<file path="src/ebls_pkg.sv">
// package for the endian byte lane steering block
// assumes one 50 MHz system clock and a strap sampled at reset
// Function
// - big-endian puts the msb of a long-word at byte address 0.
// - little-endian puts the msb of a long-word at byte address 3.
// - on the 16-bit io bus address bit 1 flips between the byte orders.
// - big-endian upper half is at the low io address, little at the high.
// - the 64-bit co-processor bus passes operands with no swapping.
// - the little-endian left-most phrase pixel holds bit 0, byte 0.
// - the big-endian left-most phrase pixel holds bit 63, still byte 0.
// - a single eight-bit pixel at byte address 0 is left-most in both.
// - the left eight-bit phrase pixel is bits 0-7 little, 56-63 big.
package ebls_pkg;
    localparam int         BYTE_W            = 8;
    localparam int         HALF_W            = 16;
    localparam int         LONG_W            = 32;
    localparam int         PHRASE_W          = 64;
    localparam int         PHRASE_BYTES      = 8;
    localparam int         ADDR_HALF_BIT     = 1;
    localparam logic       STRAP_BIG         = 1'b1;
    localparam logic [1:0] LONG_MSB_ADDR_BIG = 2'h0;
    localparam logic [1:0] LONG_MSB_ADDR_LIT = 2'h3;
    localparam logic [2:0] PIX_LEFT_ADDR     = 3'h0;
endpackage

</file>
<file path="src/ebls_strap.sv">
// three-stage synchroniser and latch for the byte order strap
// assumes rst_n is the already synchronised reset
`timescale 1ns/100ps
module ebls_strap (
    // clock and reset
    input  wire logic clk_i,
    input  wire logic rst_n_i,
    // strap pin and latched order
    input  wire logic strap_i,
    output logic      big_o,
    output logic      valid_o
);
    typedef struct packed {
        logic [2:0] sync;
        logic [2:0] fill;
        logic       big;
        logic       valid;
    } ebls_strap_s;
    ebls_strap_s st;
    ebls_strap_s next_st;

    always_comb begin
        next_st = st;
        next_st.sync = {st.sync[1:0], strap_i};
        // ones walk in behind reset; cleared stages would agree at once
        // and latch little-endian before the pin has reached them
        next_st.fill = {st.fill[1:0], 1'b1};
        // catch once, after the stages are full and the later two agree
        if (!st.valid && st.fill[2]
                && (st.sync[1] == st.sync[2])) begin
            next_st.big   = (st.sync[2] == ebls_pkg::STRAP_BIG);
            next_st.valid = 1'b1;
        end
    end

    always_ff @(posedge clk_i or negedge rst_n_i) begin
        if (!rst_n_i) begin
            st <= '0;
        end else begin
            st <= next_st;
        end
    end

    assign big_o   = st.big;
    assign valid_o = st.valid;
endmodule

</file>
<file path="src/ebls_top.sv">
// endian byte lane steering: long-word, half-word and phrase steering
// assumes strap pin is asynchronous and held steady around reset
`timescale 1ns/100ps
module ebls_top (
    // clock and reset
    input  wire logic        CLK_SYS_I,
    input  wire logic        RST_N_I,
    // strap
    input  wire logic        ORDER_STRAP_I,
    // long-word byte view
    input  wire logic [31:0] LONG_I,
    input  wire logic [1:0]  LONG_BYTE_ADDR_I,
    output logic      [7:0]  LONG_BYTE_O,
    // io bus half-word view
    input  wire logic [1:0]  IO_ADDR_I,
    output logic      [15:0] IO_HALF_O,
    // io bus writes build a long-word
    input  wire logic        IO_WR_I,
    input  wire logic [15:0] IO_WDATA_I,
    output logic      [31:0] IO_LONG_O,
    // co-processor bus pass-through
    input  wire logic [63:0] COP_DATA_I,
    output logic      [63:0] COP_DATA_O,
    // phrase pixel steering
    input  wire logic [63:0] PHRASE_I,
    input  wire logic [2:0]  PIX_INDEX_I,
    output logic      [7:0]  PIX_BYTE_O,
    output logic      [7:0]  LEFT_PIX_O,
    // status
    output logic             BIG_ENDIAN_O,
    output logic             ORDER_VALID_O
);
    ////////////////////////////////////////////////////////////////////////
    logic [1:0] rst_sync;
    logic       rst_n;
    logic       big;
    logic       valid;

    always_ff @(posedge CLK_SYS_I or negedge RST_N_I) begin
        if (!RST_N_I) begin
            rst_sync <= 2'h0;
        end else begin
            rst_sync <= {rst_sync[0], 1'b1};
        end
    end
    assign rst_n = rst_sync[1];

    ebls_strap u_strap (
        .clk_i   (CLK_SYS_I),
        .rst_n_i (rst_n),
        .strap_i (ORDER_STRAP_I),
        .big_o   (big),
        .valid_o (valid)
    );

    ////////////////////////////////////////////////////////////////////////
    // byte lane that holds byte address a of a long-word
    function automatic logic [1:0] long_lane(input logic b,
                                             input logic [1:0] a);
        // big: address 0 is msb lane 3; little: address 3 is msb lane 3
        long_lane = b ? (ebls_pkg::LONG_MSB_ADDR_LIT - a) : a;
    endfunction

    // byte lane that holds pixel index p of a phrase
    function automatic logic [2:0] pix_lane(input logic b,
                                            input logic [2:0] p);
        pix_lane = b ? (3'(ebls_pkg::PHRASE_BYTES - 1) - p) : p;
    endfunction

    typedef struct packed {
        logic [7:0]  long_byte;
        logic [15:0] io_half;
        logic [31:0] io_long;
        logic [63:0] cop;
        logic [7:0]  pix;
        logic [7:0]  left;
        logic        big;
        logic        valid;
    } ebls_top_s;
    ebls_top_s st;
    ebls_top_s next_st;

    logic       io_upper;
    logic [1:0] lane;
    logic [2:0] plane;

    always_comb begin
        next_st = st;
        next_st.big   = big;
        next_st.valid = valid;
        lane  = long_lane(big, LONG_BYTE_ADDR_I);
        next_st.long_byte = LONG_I[lane*ebls_pkg::BYTE_W +: ebls_pkg::BYTE_W];
        // upper half at low address when big, high address when little
        io_upper = IO_ADDR_I[ebls_pkg::ADDR_HALF_BIT] ^ big;
        next_st.io_half = io_upper
            ? LONG_I[ebls_pkg::LONG_W-1 -: ebls_pkg::HALF_W]
            : LONG_I[ebls_pkg::HALF_W-1:0];
        if (IO_WR_I) begin
            if (io_upper) begin
                next_st.io_long[ebls_pkg::LONG_W-1 -: ebls_pkg::HALF_W] =
                    IO_WDATA_I;
            end else begin
                next_st.io_long[ebls_pkg::HALF_W-1:0] = IO_WDATA_I;
            end
        end
        next_st.cop = COP_DATA_I;
        plane = pix_lane(big, PIX_INDEX_I);
        next_st.pix = PHRASE_I[plane*ebls_pkg::BYTE_W +: ebls_pkg::BYTE_W];
        // left pixel: bits 56-63 big, 0-7 little
        next_st.left = big
            ? PHRASE_I[ebls_pkg::PHRASE_W-1 -: ebls_pkg::BYTE_W]
            : PHRASE_I[ebls_pkg::BYTE_W-1:0];
    end

    always_ff @(posedge CLK_SYS_I or negedge rst_n) begin
        if (!rst_n) begin
            st <= '0;
        end else begin
            st <= next_st;
        end
    end

    assign LONG_BYTE_O   = st.long_byte;
    assign IO_HALF_O     = st.io_half;
    assign IO_LONG_O     = st.io_long;
    assign COP_DATA_O    = st.cop;
    assign PIX_BYTE_O    = st.pix;
    assign LEFT_PIX_O    = st.left;
    assign BIG_ENDIAN_O  = st.big;
    assign ORDER_VALID_O = st.valid;
endmodule

</file>
<file path="config.mk">
export PLATFORM = sky130hd
export DESIGN_NAME = ebls_top
export DESIGN_NICKNAME = d
export VERILOG_FILES = /design/src/ebls_pkg.sv /design/src/ebls_strap.sv /design/src/ebls_top.sv
export SDC_FILE = /design/constraint.sdc
export NUM_CORES = 1
export LEC_CHECK = 0
export BUFFER_PORTS_ARGS = -buffer_cell sky130_fd_sc_hd__buf_2
export CORE_AREA = 2 2 127 129
export CTS_CLUSTER_DIAMETER = 150
export DETAILED_ROUTE_END_ITERATION = 7
export DIE_AREA = 0 0 129 131
export GPL_ROUTABILITY_DRIVEN = 0
export PLACE_DENSITY = 0.75
export SLEW_MARGIN = 20
export SYNTH_ARGS = -nofsm -noshare
export SYNTH_HDL_FRONTEND = slang
export SYNTH_SLANG_ARGS = --single-unit
</file>
<file path="constraint.sdc">
create_clock -name CLK_SYS_I -period 9.6 [get_ports CLK_SYS_I]
set_input_delay 2.4 -clock CLK_SYS_I [delete_from_list [all_inputs] [get_ports CLK_SYS_I]]
set_output_delay 2.4 -clock CLK_SYS_I [all_outputs]
set_load 0.05 [all_outputs]
</file>
# Word-level counts from Yosys, hierarchy flattened
# Cells that the tools add are included.
totals:
  input_bits: 187
  wordCells: 30
  regBits: 148
op_classes:
  n_mux: 4
  shift: 2
  bitwise: 2
  n_reduce_logical: 5
  eq_ne: 1
  addsub: 2
op_table:
  columns: ["operator", "n"]
  rows:
  - ["$shiftx A64 B7 Y8", 1]
  - ["$shiftx A32 B6 Y8", 1]
  - ["$mux W16", 1]
  - ["$mux W8", 1]
  - ["$reduce_and A2 Y1", 2]
  - ["$mux W3", 1]
  - ["$sub A3 B3 Y3 const A", 1]
  - ["$logic_and A1 B1 Y1", 2]
  - ["$mux W2", 1]
  - ["$sub A2 B2 Y2 const A", 1]
  - ["$eq A1 B1 Y1", 1]
  - ["$logic_not A1 Y1", 1]
  - ["$not A1 Y1", 1]
  - ["$xor A1 B1 Y1", 1]

# Logic depth before layout (Yosys ltp)
# Gate-level depths: netlist of run 1.
depth:
  word_depth: 3
  depth_mapped: 6

# By module
# From an unflattened synthesis of run 1, not the netlist that was laid out.
hier_totals:
  cells_unflattened: 414
  hier_area_um2: 5735.5
by_module_without_submodules:
  columns: ["module", "cells_per_inst", "n_inst", "area_per_inst_um2"]
  rows:
  - ["ebls_top", 398, 1, 5484.0]
  - ["ebls_strap", 16, 1, 251.5]

# Least setup slack after synthesis of run 1
# OpenSTA, ideal clock, no wires.
synth_timing:
  path_kind: "in2reg"
  start: "input port PIX_INDEX_I[1]"
  end: "register st (netlist bit PIX_BYTE_O[3])"
  setup_time_ps: 136
  t_required_ps: 9464
  n_path_buf: 2
  cell_stages: 5
  slack_ps: 5911
  t_arrival_ps: 3553
  path_cell_list: "buf_2 > buf_2 > mux4_2 > mux2i_1 > mux2i_1"
synth_rtl:
  columns: ["item", "line_no", "source"]
  rows:
  - ["from (decl)", "ebls_top.sv:26", "input wire logic [2:0] PIX_INDEX_I,"]
  - ["to (signal assigned)", "ebls_top.sv:119", "st <= next_st;"]
  - ["to (decl)", "ebls_top.sv:80", "ebls_top_s st;"]

# Final worst setup path of run 1
layout_timing:
  start: "input port IO_ADDR_I[1]"
  end: "register st (netlist bit IO_LONG_O[2])"
layout_between:
  elab_chain_cells: 3
layout_lines:
  columns: ["item", "line_no", "source"]
  rows:
  - ["from (decl)", "ebls_top.sv:15", "input wire logic [1:0] IO_ADDR_I,"]
  - ["$xor A1 B1 Y1", "ebls_top.sv:94", "io_upper = IO_ADDR_I[ebls_pkg::ADDR_HALF_BIT] ^ big;"]
  - ["$not A1 Y1 (no line)", null, null]
  - ["$reduce_and A2 Y1 (no line)", null, null]
# No other way between the ends.
# A chain may end at the register's enable or synchronous reset.

==> impl_metrics.xml, run 1 <==
<?xml version="1.0" encoding="UTF-8"?>
<metrics>
  <group name="route">
    <metric name="drt_pass_1_iters" unit="">4</metric>
    <metric name="detail-route-antenna-nets" unit="">0</metric>
    <metric name="vias" unit="">4111</metric>
    <metric name="routed_wire_length_per_instance" unit="um">17.74</metric>
    <metric name="detailedRoute.firstIterationViolations" unit="">104</metric>
    <metric name="detail_route.drc_violations" unit="">0</metric>
    <metric name="post_drt_via_cell_ratio" unit="">4.775</metric>
    <metric name="routed_wl" unit="um">15270</metric>
  </group>
  <group name="floorplan">
    <metric name="initial_core_util" unit="%">36.79</metric>
    <metric name="dieWidth" unit="um">129</metric>
    <metric name="design.die.area" unit="um2">16900</metric>
    <metric name="fp-row-count" unit="">46</metric>
    <metric name="die-height" unit="um">131</metric>
    <metric name="top_level_ports" unit="">325</metric>
    <metric name="coreArea" unit="um2">15600</metric>
  </group>
  <group name="power_and_ir_drop">
    <metric name="leakagePower" unit="nW">3.959</metric>
    <metric name="p_per_area" unit="nW/um2">215.1</metric>
    <metric name="tot_pwr" unit="mW">1.756</metric>
    <metric name="irDropWorstVdd" unit="uV">105.5</metric>
  </group>
  <group name="cts">
    <metric name="cts.sink_count" unit="">148</metric>
    <metric name="cts-hold-fix-buffers" unit="">0</metric>
    <metric name="clock_insertion_delay_worst_skew" unit="ns">0.41</metric>
    <metric name="buffer_depth_of_the_longest_clock_path" unit="">2</metric>
    <metric name="cts_root_buffer" unit="">sky130_fd_sc_hd__clkbuf_16</metric>
    <metric name="tritoncts" unit="">built</metric>
    <metric name="cts_max_level" unit="">4</metric>
    <metric name="cts_repair_resized_insts" unit="">0</metric>
    <metric name="clkTransAtPathRegs" unit="ns">0.06</metric>
    <metric name="numCtsBuffers" unit="">17</metric>
    <metric name="cts_setup_buffers" unit="">0</metric>
  </group>
  <group name="global_routing">
    <metric name="first_pass_grt_wire_length" unit="um">22570</metric>
    <metric name="grt-ovfl-total" unit="">0</metric>
    <metric name="grt_util_all_layers" unit="%">17.93</metric>
    <metric name="initial_antenna_violation_count" unit="">1</metric>
    <metric name="grt_pass1_vias" unit="">4299</metric>
    <metric name="grt_max_degree" unit="">83</metric>
  </group>
  <group name="timing">
    <metric name="shortest_clock_period_the_worst_path_allows_after_layout" unit="ns">4.050</metric>
    <metric name="fin_setup_tns" unit="ns">0</metric>
    <metric name="rsz0062_at_grt" unit="">false</metric>
    <metric name="slew-limit-headroom" unit="%">35.68</metric>
    <metric name="final_min_period_over_clock_period" unit="%">42.19</metric>
    <metric name="fmax" unit="MHz">246.9</metric>
    <metric name="maxSlewViolCount" unit="">0</metric>
    <metric name="worst_clock_skew_on_the_final_layout" unit="ns">0.009063</metric>
    <metric name="worst-slew-pin-transition" unit="ns">0.9649</metric>
    <metric name="timing.final.hold_violations" unit="">0</metric>
    <metric name="report.final.setup_viol" unit="">0</metric>
  </group>
  <group name="synthesis">
    <metric name="post_synth_instance_area" unit="um2">5738</metric>
    <metric name="avgSynthCellArea" unit="um2">19.06</metric>
    <metric name="yosys.cell_types.count" unit="">24</metric>
    <metric name="synth_seq_area_share" unit="%">64.54</metric>
    <metric name="postSynth.asyncResetShare" unit="%">100.0</metric>
    <metric name="top_post_synthesis_cells_by_count" unit="">148 x sky130_fd_sc_hd__dfrtp_1, 46 x sky130_fd_sc_hd__mux2_2, 40 x sky130_fd_sc_hd__mux4_2</metric>
    <metric name="yosys.area.top_type" unit="">sky130_fd_sc_hd__dfrtp_1</metric>
    <metric name="yosys.cell_count.top_type" unit="">sky130_fd_sc_hd__dfrtp_1</metric>
    <metric name="synth_warnings" unit="">0</metric>
    <metric name="proportion_of_netlist_area_held_by_the_largest_area_contributor" unit="%">64.54</metric>
    <metric name="postSynth.topFlopCell" unit="">sky130_fd_sc_hd__dfrtp_1</metric>
    <metric name="synth_top_cells_by_area" unit="">sky130_fd_sc_hd__dfrtp_1 65%, sky130_fd_sc_hd__mux4_2 16%, sky130_fd_sc_hd__mux2_2 9.0%</metric>
    <metric name="postSynthCellCount" unit="">301</metric>
    <metric name="synth.ff_latch_count" unit="">148</metric>
    <metric name="synth-edff-count" unit="">0</metric>
  </group>
  <group name="critical_path">
    <metric name="timing.setup.critical_path_class" unit="">in -&gt; reg</metric>
    <metric name="setup.worst_path.start_class" unit="">primary input</metric>
    <metric name="required" unit="ns">9.89</metric>
    <metric name="cp_max_fo" unit="">18</metric>
    <metric name="critPathArrivalTime" unit="ns">4.34</metric>
    <metric name="worst_setup_path_end_kind" unit="">flip-flop</metric>
  </group>
  <group name="place">
    <metric name="place.detailed.hpwl" unit="um">12080</metric>
    <metric name="port_buffers" unit="">323</metric>
    <metric name="postPlaceCellArea" unit="um2">7557</metric>
  </group>
  <group name="layout">
    <metric name="number_of_inserted_filler_cells_in_the_final_layout" unit="">1343</metric>
    <metric name="area_of_the_multi_input_gates" unit="um2">1936</metric>
    <metric name="syn_to_final_growth" unit="%">42.28</metric>
    <metric name="layout.nets" unit="">818</metric>
    <metric name="final_core_util" unit="%">52.34</metric>
    <metric name="finish.instance_area" unit="um2">8164</metric>
    <metric name="ff_latch_area" unit="um2">3709</metric>
    <metric name="drive_above_1_share" unit="%">71.27</metric>
  </group>
  <group name="status">
    <metric name="run_status" unit="">finished clean</metric>
  </group>
  <group name="min_path">
    <metric name="worstHoldPathType" unit="">reg -&gt; reg</metric>
  </group>
  <group name="job">
    <metric name="timing.max_cap.violations" unit="">0</metric>
  </group>
</metrics>
[per-stage QoR]
stage | setup WS (ns) | hold WS (ns) | std cells
5_1_grt | 5.465 | 0.3658 | 860
2_1_floorplan | 5.171 | 0.3312 | 302
4_1_cts | 5.539 | 0.3570 | 860
6_report | 5.550 | 0.3542 | 861
3_3_place_gp | 5.172 | 0.3322 | 828
3_5_place_dp | 5.109 | 0.3412 | 828
[critical path, cell delays in order]
cell                     delay [ns]
sky130_fd_sc_hd__buf_2         0.13
sky130_fd_sc_hd__xor2_4        0.57
sky130_fd_sc_hd__or2_1         0.81
sky130_fd_sc_hd__mux2_2        0.42
[state kept, by name (all words and copies together), names as in the netlist, 2 cells and up]
name / count
COP_DATA_O: 64
IO_HALF_O: 16
IO_LONG_O: 32
LEFT_PIX_O: 8
LONG_BYTE_O: 8
PIX_BYTE_O: 8
rst_sync: 2
u_strap.next_st: 4
u_strap.st: 2
[layer usage]
metal  global-route usage, %  routed length [um]
met5                       0                   0
met3                   6.800                1363
met4                   6.969                 303
met2                   33.24                8412
met1                   18.31                5192
[cell type report]
cell class / instances / share of cell area, %
antenna: 1 / 0.03065
clock buffer: 20 / 5.594
clock inverter: 12 / 1.762
inverter: 3 / 0.1379
multi-input combinational: 136 / 23.71
sequential: 148 / 45.43
tap: 216 / 3.310
timing repair buffer: 325 / 20.03
[layout by cell type, fill, tap and decap left out, types with 2 or more instances in the layout]
cell type,instances
sky130_fd_sc_hd__buf_2,323
sky130_fd_sc_hd__dfrtp_1,146
sky130_fd_sc_hd__mux2_2,46
sky130_fd_sc_hd__mux4_2,40
sky130_fd_sc_hd__mux2i_1,22
sky130_fd_sc_hd__clkbuf_16,17
sky130_fd_sc_hd__mux2_4,10
sky130_fd_sc_hd__inv_6,4
sky130_fd_sc_hd__inv_1,3
sky130_fd_sc_hd__nor3_1,2
sky130_fd_sc_hd__nand2_1,2
sky130_fd_sc_hd__clkinv_4,2
sky130_fd_sc_hd__bufinv_16,2
sky130_fd_sc_hd__clkinvlp_4,2
sky130_fd_sc_hd__clkbuf_8,2
sky130_fd_sc_hd__conb_1,2
[worst paths after layout]
check                              startpoint  slack [ns]  cells after the start        endpoint
min in group asynchronous         rst_sync[1]        0.44                      0  COP_DATA_O[48]
worst min-delay path              rst_sync[0]        0.35                      0     rst_sync[1]
worst max register to register  u_strap.big_o        6.79                      4    IO_LONG_O[2]
worst max-delay path             IO_ADDR_I[1]        5.55                      4    IO_LONG_O[2]
worst min register to register    rst_sync[0]        0.35                      0     rst_sync[1]
max in group asynchronous             RST_N_I        7.74                      1     rst_sync[1]
[cells by family after synthesis]
| logic type | Yosys count | share of synthesized area [%] |
|---|---|---|
| flip-flops | 148 | 64.54 |
| multiplexers | 118 | 31.18 |
| buffers and inverters | 18 | 1.788 |
| AND/OR/NAND/NOR | 8 | 0.7415 |
| XOR/XNOR | 5 | 1.352 |
| AO/OA/AOI/OAI | 3 | 0.3271 |
| other | 1 | 0.06535 |
[power breakdown]
part           internal (mW)  switching, mW  total (mW)
clock                  0.402          0.265       0.667
sequential             0.676         0.0253       0.701
combinational          0.121          0.266       0.387
total                   1.20          0.557        1.76
(Power assumes the default switching activity.)
==> run 2, diff against run 1 <==
--- a/config.mk
+++ b/config.mk
@@ -11,7 +11,7 @@
 export DETAILED_ROUTE_END_ITERATION = 7
 export DIE_AREA = 0 0 129 131
 export GPL_ROUTABILITY_DRIVEN = 0
-export PLACE_DENSITY = 0.75
+export PLACE_DENSITY = 0.78
 export SLEW_MARGIN = 20
 export SYNTH_ARGS = -nofsm -noshare
 export SYNTH_HDL_FRONTEND = slang
==> constraint.sdc (replaced) <==
create_clock -name CLK_SYS_I -period 3.67 [get_ports CLK_SYS_I]
set_input_delay 0.9175 -clock CLK_SYS_I [delete_from_list [all_inputs] [get_ports CLK_SYS_I]]
set_output_delay 0.9175 -clock CLK_SYS_I [all_outputs]
set_load 0.05 [all_outputs]
==> impl_metrics.xml, run 2 (synthesized netlist as in run 1, its figures left out) <==
<?xml version="1.0" encoding="UTF-8"?>
<metrics>
  <group name="status">
    <metric name="run_status" unit="">finished clean</metric>
  </group>
  <group name="critical_path">
    <metric name="crit_path_max_incr_delay" unit="ns">0.54</metric>
    <metric name="cp_slowest_cell" unit="">sky130_fd_sc_hd__mux4_2</metric>
    <metric name="r2r-end" unit="">LONG_BYTE_O[2]</metric>
    <metric name="worst_setup_path_end_kind" unit="">flip-flop</metric>
    <metric name="required" unit="ns">3.95</metric>
    <metric name="cp_max_fo" unit="">29</metric>
    <metric name="r2r_cells" unit="">4</metric>
    <metric name="critPathMostFrequentCell" unit="">sky130_fd_sc_hd__buf_4</metric>
    <metric name="crit_path_cell_trace" unit="">buf_4 &gt; xnor2_2 &gt; buf_4 &gt; mux4_2</metric>
    <metric name="critical_path.reg2reg.startpoint" unit="">u_strap.big_o</metric>
    <metric name="critPathArrivalTime" unit="ns">2.34</metric>
    <metric name="timing.setup.critical_path_class" unit="">reg -&gt; reg</metric>
    <metric name="setup.worst_path.start_class" unit="">flip-flop</metric>
    <metric name="reg2reg_setup_slack" unit="ns">1.61</metric>
  </group>
  <group name="cts">
    <metric name="numCtsBuffers" unit="">17</metric>
    <metric name="clkTransAtPathRegs" unit="ns">0.06</metric>
    <metric name="tritoncts" unit="">built</metric>
    <metric name="cts_repair_resized_insts" unit="">0</metric>
    <metric name="cts_root_buffer" unit="">sky130_fd_sc_hd__clkbuf_16</metric>
    <metric name="cts_max_level" unit="">4</metric>
    <metric name="cts_setup_buffers" unit="">0</metric>
    <metric name="buffer_depth_of_the_longest_clock_path" unit="">2</metric>
    <metric name="cts-hold-fix-buffers" unit="">0</metric>
    <metric name="cts.sink_count" unit="">148</metric>
    <metric name="clock_insertion_delay_worst_skew" unit="ns">0.41</metric>
  </group>
  <group name="route">
    <metric name="detailedRoute.firstIterationViolations" unit="">103</metric>
    <metric name="detail-route-antenna-nets" unit="">0</metric>
    <metric name="routed_wire_length_per_instance" unit="um">17.74</metric>
    <metric name="routed_wl" unit="um">15350</metric>
    <metric name="drt_pass_1_iters" unit="">4</metric>
    <metric name="detail_route.drc_violations" unit="">0</metric>
    <metric name="post_drt_via_cell_ratio" unit="">4.684</metric>
    <metric name="vias" unit="">4052</metric>
  </group>
  <group name="timing">
    <metric name="rsz0062_at_grt" unit="">false</metric>
    <metric name="slew-limit-headroom" unit="%">40.86</metric>
    <metric name="shortest_clock_period_the_worst_path_allows_after_layout" unit="ns">2.062</metric>
    <metric name="maxSlewViolCount" unit="">0</metric>
    <metric name="final_min_period_over_clock_period" unit="%">56.18</metric>
    <metric name="fin_setup_tns" unit="ns">0</metric>
    <metric name="worst_clock_skew_on_the_final_layout" unit="ns">0.007639</metric>
    <metric name="report.final.setup_viol" unit="">0</metric>
    <metric name="timing.final.hold_violations" unit="">0</metric>
    <metric name="fmax" unit="MHz">485.1</metric>
    <metric name="worst-slew-pin-transition" unit="ns">0.8871</metric>
  </group>
  <group name="global_routing">
    <metric name="first_pass_grt_wire_length" unit="um">22920</metric>
    <metric name="grt_pass1_vias" unit="">4482</metric>
    <metric name="grt_max_degree" unit="">80</metric>
    <metric name="initial_antenna_violation_count" unit="">0</metric>
    <metric name="grt_util_all_layers" unit="%">18.15</metric>
    <metric name="grt-ovfl-total" unit="">0</metric>
  </group>
  <group name="layout">
    <metric name="number_of_inserted_filler_cells_in_the_final_layout" unit="">1268</metric>
    <metric name="count_of_non_filler_cells_in_the_finished_layout" unit="">865</metric>
    <metric name="drive_above_1_share" unit="%">71.65</metric>
    <metric name="layout_commonest_cell" unit="">sky130_fd_sc_hd__buf_2</metric>
    <metric name="insertedDiodeCount" unit="">0</metric>
    <metric name="mostFrequentLayoutCells" unit="">323 x sky130_fd_sc_hd__buf_2, 146 x sky130_fd_sc_hd__dfrtp_1, 46 x sky130_fd_sc_hd__mux2_2, 40 x sky130_fd_sc_hd__mux4_2, 22 x sky130_fd_sc_hd__mux2i_1</metric>
    <metric name="syn_to_final_growth" unit="%">42.94</metric>
    <metric name="ff_latch_area" unit="um2">3709</metric>
    <metric name="area_of_the_multi_input_gates" unit="um2">1936</metric>
    <metric name="layout.nets" unit="">823</metric>
    <metric name="largest_reg_flops" unit="">64</metric>
  </group>
  <group name="job">
    <metric name="timing.max_cap.violations" unit="">0</metric>
  </group>
  <group name="floorplan">
    <metric name="top_level_ports" unit="">325</metric>
    <metric name="initial_core_util" unit="%">36.79</metric>
    <metric name="dieWidth" unit="um">129</metric>
    <metric name="design.die.area" unit="um2">16900</metric>
    <metric name="die-height" unit="um">131</metric>
    <metric name="coreArea" unit="um2">15600</metric>
    <metric name="fp-row-count" unit="">46</metric>
  </group>
  <group name="power_and_ir_drop">
    <metric name="p_per_area" unit="nW/um2">555.1</metric>
    <metric name="leakagePower" unit="nW">3.978</metric>
    <metric name="irDropWorstVdd" unit="uV">296.5</metric>
  </group>
  <group name="min_path">
    <metric name="worstHoldPathType" unit="">in -&gt; async</metric>
  </group>
  <group name="place">
    <metric name="post-place-cells" unit="">833</metric>
    <metric name="place.detailed.hpwl" unit="um">12320</metric>
    <metric name="port_buffers" unit="">323</metric>
  </group>
</metrics>
[run 2: per-layer routing]
layer | vias up | part of all wire, % | global-route usage (%)
met2 | 222 | 54 | 33.64
met3 | 22 | 8.1 | 5.700
met5 | - | 0 | 0
met1 | 2021 | 36 | 19.54
li1 | 1787 | - | -
met4 | 0 | 1.7 | 6.522
[run 2: stage by stage]
stage | instance area [um2] | setup WS (ns) | power [mW] | hold slack [ns] | util, %
after floorplan | 5743 | 1.215 | 2.564 | 0.3311 | -
after global placement | 7607 | 1.220 | 2.860 | 0.3327 | 48.77
after detailed placement | 7607 | 1.151 | 2.887 | 0.3347 | 48.77
after CTS | 8202 | 1.552 | 4.614 | 0.2516 | 52.58
after global routing | 8202 | 1.492 | 4.733 | 0.2619 | 52.58
final | 8202 | 1.608 | 4.552 | 0.2757 | 52.58
[run 2: area by class of cell]
type	count	share of cell area, %
sequential	148	45.22
clock inverter	13	1.724
timing repair buffer	330	20.50
tap	216	3.295
inverter	3	0.1373
multi-input combinational	136	23.60
clock buffer	19	5.522
[run 2: worst max-delay path by stage]
stage,start,to,slack [ns],cells past startpoint
final,u_strap.big_o,LONG_BYTE_O[2],1.61,4
after detailed placement,PIX_INDEX_I[1],PIX_BYTE_O[6],1.15,5
after global placement,PIX_INDEX_I[1],PIX_BYTE_O[3],1.22,5
after CTS,u_strap.big_o,LONG_BYTE_O[2],1.55,4
after floorplan,rst_sync[1],BIG_ENDIAN_O,1.22,0
after global routing,u_strap.big_o,LONG_BYTE_O[2],1.49,4
[run 2: power breakdown]
| part | total, mW | internal (mW) | switching [mW] |
|---|---|---|---|
| clock network | 1.70 | 0.991 | 0.713 |
| logic | 1.01 | 0.320 | 0.692 |
| registers | 1.84 | 1.77 | 0.0673 |
| total | 4.55 | 3.08 | 1.47 |
[run 2: critical path: cells and delay by family (launching register included)]
| family | cells | cell delay [ns] |
|---|---|---|
| muxes | 1 | 0.54 |
| buffers and inverters | 2 | 0.70 |
| xor gates and xnor gates | 1 | 0.19 |
| DFF | 1 | 0.48 |
==> run 3, diff against run 2 <==
--- a/config.mk
+++ b/config.mk
@@ -6,12 +6,12 @@
 export NUM_CORES = 1
 export LEC_CHECK = 0
 export BUFFER_PORTS_ARGS = -buffer_cell sky130_fd_sc_hd__buf_2
-export CORE_AREA = 2 2 127 129
+export CORE_AREA = 2 2 125 127
 export CTS_CLUSTER_DIAMETER = 150
 export DETAILED_ROUTE_END_ITERATION = 7
-export DIE_AREA = 0 0 129 131
+export DIE_AREA = 0 0 127 129
 export GPL_ROUTABILITY_DRIVEN = 0
-export PLACE_DENSITY = 0.78
+export PLACE_DENSITY = 0.77
 export SLEW_MARGIN = 20
 export SYNTH_ARGS = -nofsm -noshare
 export SYNTH_HDL_FRONTEND = slang
==> constraint.sdc (replaced) <==
create_clock -name CLK_SYS_I -period 1.9 [get_ports CLK_SYS_I]
set_input_delay 0.475 -clock CLK_SYS_I [delete_from_list [all_inputs] [get_ports CLK_SYS_I]]
set_output_delay 0.475 -clock CLK_SYS_I [all_outputs]
set_load 0.05 [all_outputs]
==> impl_metrics.xml, run 3 (synthesized netlist as in run 1, its figures left out) <==
<?xml version="1.0" encoding="UTF-8"?>
<metrics>
  <group name="status">
    <metric name="run_status" unit="">finished clean</metric>
  </group>
  <group name="critical_path">
    <metric name="timing.setup.critical_path_class" unit="">reg -&gt; reg</metric>
    <metric name="crit_path_cell_trace" unit="">buf_12 &gt; mux4_2 &gt; mux2i_1 &gt; a211oi_1</metric>
    <metric name="setup.worst_path.start_class" unit="">flip-flop</metric>
    <metric name="critPathTopFamily" unit="">multiplexers</metric>
    <metric name="crit_path_max_incr_delay" unit="ns">0.53</metric>
    <metric name="critPathArrivalTime" unit="ns">1.96</metric>
    <metric name="cp_max_fo" unit="">30</metric>
    <metric name="critical_path.reg2reg.startpoint" unit="">u_strap.big_o</metric>
    <metric name="setup.worst_path.start" unit="">u_strap.big_o</metric>
    <metric name="cp_slowest_cell" unit="">sky130_fd_sc_hd__mux4_2</metric>
    <metric name="required" unit="ns">2.19</metric>
    <metric name="crit_buf_inv" unit="">1</metric>
    <metric name="worst_setup_path_end_kind" unit="">flip-flop</metric>
  </group>
  <group name="layout">
    <metric name="syn_to_final_growth" unit="%">44.61</metric>
    <metric name="mostFrequentLayoutCells" unit="">323 x sky130_fd_sc_hd__buf_2, 146 x sky130_fd_sc_hd__dfrtp_1, 46 x sky130_fd_sc_hd__mux2_2, 40 x sky130_fd_sc_hd__mux4_2, 22 x sky130_fd_sc_hd__mux2i_1</metric>
    <metric name="insertedDiodeCount" unit="">0</metric>
    <metric name="finish.instance_area" unit="um2">8298</metric>
    <metric name="drive_above_1_share" unit="%">71.71</metric>
    <metric name="largest_reg_flops" unit="">64</metric>
    <metric name="layout.nets" unit="">828</metric>
    <metric name="final_core_util" unit="%">55.41</metric>
    <metric name="count_of_non_filler_cells_in_the_finished_layout" unit="">842</metric>
    <metric name="layout_commonest_cell" unit="">sky130_fd_sc_hd__buf_2</metric>
  </group>
  <group name="cts">
    <metric name="clock_insertion_delay_worst_skew" unit="ns">0.41</metric>
    <metric name="cts_root_buffer" unit="">sky130_fd_sc_hd__clkbuf_16</metric>
    <metric name="tritoncts" unit="">built</metric>
    <metric name="cts_max_level" unit="">4</metric>
    <metric name="numCtsBuffers" unit="">17</metric>
    <metric name="buffer_depth_of_the_longest_clock_path" unit="">2</metric>
    <metric name="clkTransAtPathRegs" unit="ns">0.07</metric>
    <metric name="cts_repair_resized_insts" unit="">0</metric>
    <metric name="cts.sink_count" unit="">148</metric>
  </group>
  <group name="timing">
    <metric name="rsz0062_at_grt" unit="">false</metric>
    <metric name="report.final.setup_viol" unit="">0</metric>
    <metric name="fmax" unit="MHz">599.0</metric>
    <metric name="timing.final.hold_violations" unit="">0</metric>
    <metric name="worst_clock_skew_on_the_final_layout" unit="ns">0.007558</metric>
    <metric name="setup_ws" unit="ns">0.2305</metric>
    <metric name="fin_setup_tns" unit="ns">0</metric>
    <metric name="final_min_period_over_clock_period" unit="%">87.87</metric>
    <metric name="shortest_clock_period_the_worst_path_allows_after_layout" unit="ns">1.669</metric>
    <metric name="hold-worst-slack" unit="ns">0.1583</metric>
    <metric name="maxSlewViolCount" unit="">0</metric>
  </group>
  <group name="route">
    <metric name="vias" unit="">4028</metric>
    <metric name="detailedRoute.firstIterationViolations" unit="">155</metric>
    <metric name="routed_wl" unit="um">14400</metric>
    <metric name="detail_route.drc_violations" unit="">0</metric>
    <metric name="routed_wire_length_per_instance" unit="um">17.10</metric>
    <metric name="detail-route-antenna-nets" unit="">0</metric>
    <metric name="drt_pass_1_iters" unit="">4</metric>
    <metric name="post_drt_via_cell_ratio" unit="">4.784</metric>
  </group>
  <group name="min_path">
    <metric name="worstHoldPathType" unit="">in -&gt; reg</metric>
    <metric name="hold_path_startpoint" unit="">COP_DATA_I[47]</metric>
  </group>
  <group name="place">
    <metric name="place.detailed.hpwl" unit="um">11310</metric>
    <metric name="postPlaceCellArea" unit="um2">7677</metric>
    <metric name="pre_cts_ws" unit="ns">0.1324</metric>
    <metric name="post-place-cells" unit="">809</metric>
    <metric name="port_buffers" unit="">323</metric>
  </group>
  <group name="power_and_ir_drop">
    <metric name="irDropWorstVdd" unit="uV">601.5</metric>
    <metric name="p_per_area" unit="nW/um2">1077</metric>
    <metric name="tot_pwr" unit="mW">8.935</metric>
    <metric name="leakagePower" unit="nW">4.047</metric>
  </group>
  <group name="job">
    <metric name="timing.max_cap.violations" unit="">0</metric>
  </group>
  <group name="global_routing">
    <metric name="grt-ovfl-total" unit="">0</metric>
    <metric name="grt_max_degree" unit="">88</metric>
    <metric name="initial_antenna_violation_count" unit="">0</metric>
    <metric name="grt_util_all_layers" unit="%">17.66</metric>
    <metric name="first_pass_grt_wire_length" unit="um">21920</metric>
    <metric name="grt_pass1_vias" unit="">4364</metric>
  </group>
  <group name="floorplan">
    <metric name="design.die.area" unit="um2">16380</metric>
    <metric name="top_level_ports" unit="">325</metric>
    <metric name="fp-row-count" unit="">45</metric>
    <metric name="dieWidth" unit="um">127</metric>
    <metric name="initial_core_util" unit="%">38.31</metric>
    <metric name="die-height" unit="um">129</metric>
    <metric name="coreArea" unit="um2">14980</metric>
  </group>
</metrics>
-- run 3: cell type report --
cell class	instances	area (um2)
multi-input cells	136	1936
repair buffers	335	1797
fillers	1237	6679
clock inverters	15	185.2
clock buffers	17	425.4
well taps	188	235.2
flip-flops and latches	148	3709
inverters	3	11.26
-- run 3: timing repair --
action,in CTS,in global routing
endpoints found under the hold margin,2,0
hold buffers,1,0
buffers inserted,0,0
-- run 3: report_power, final --
group	total, mW	internal, mW	switching [mW]
clock network	3.42	2.00	1.43
registers	3.52	3.42	0.103
logic	1.99	0.639	1.35
total	8.93	6.05	2.88
-- run 3: final timing paths --
| check | endpoint | slack, ns | cells after the start |
|---|---|---|---|
| setup / recovery | PIX_BYTE_O[5] | 0.23 | 4 |
| hold reg to reg | ORDER_VALID_O | 0.34 | 1 |
| max in group asynchronous | IO_LONG_O[19] | 1.16 | 1 |
| setup reg to reg | PIX_BYTE_O[5] | 0.23 | 4 |
| min in group asynchronous | ORDER_VALID_O | 0.34 | 1 |
| hold / removal | COP_DATA_O[47] | 0.16 | 1 |
-- run 3: routing by layer --
layer	up-vias	track usage (%)	share of wire, %
met4	0	6.852	2.0
met3	22	6.403	8.2
met1	1993	20.54	37
met5	-	0	0
met2	209	30.14	53
li1	1804	-	-
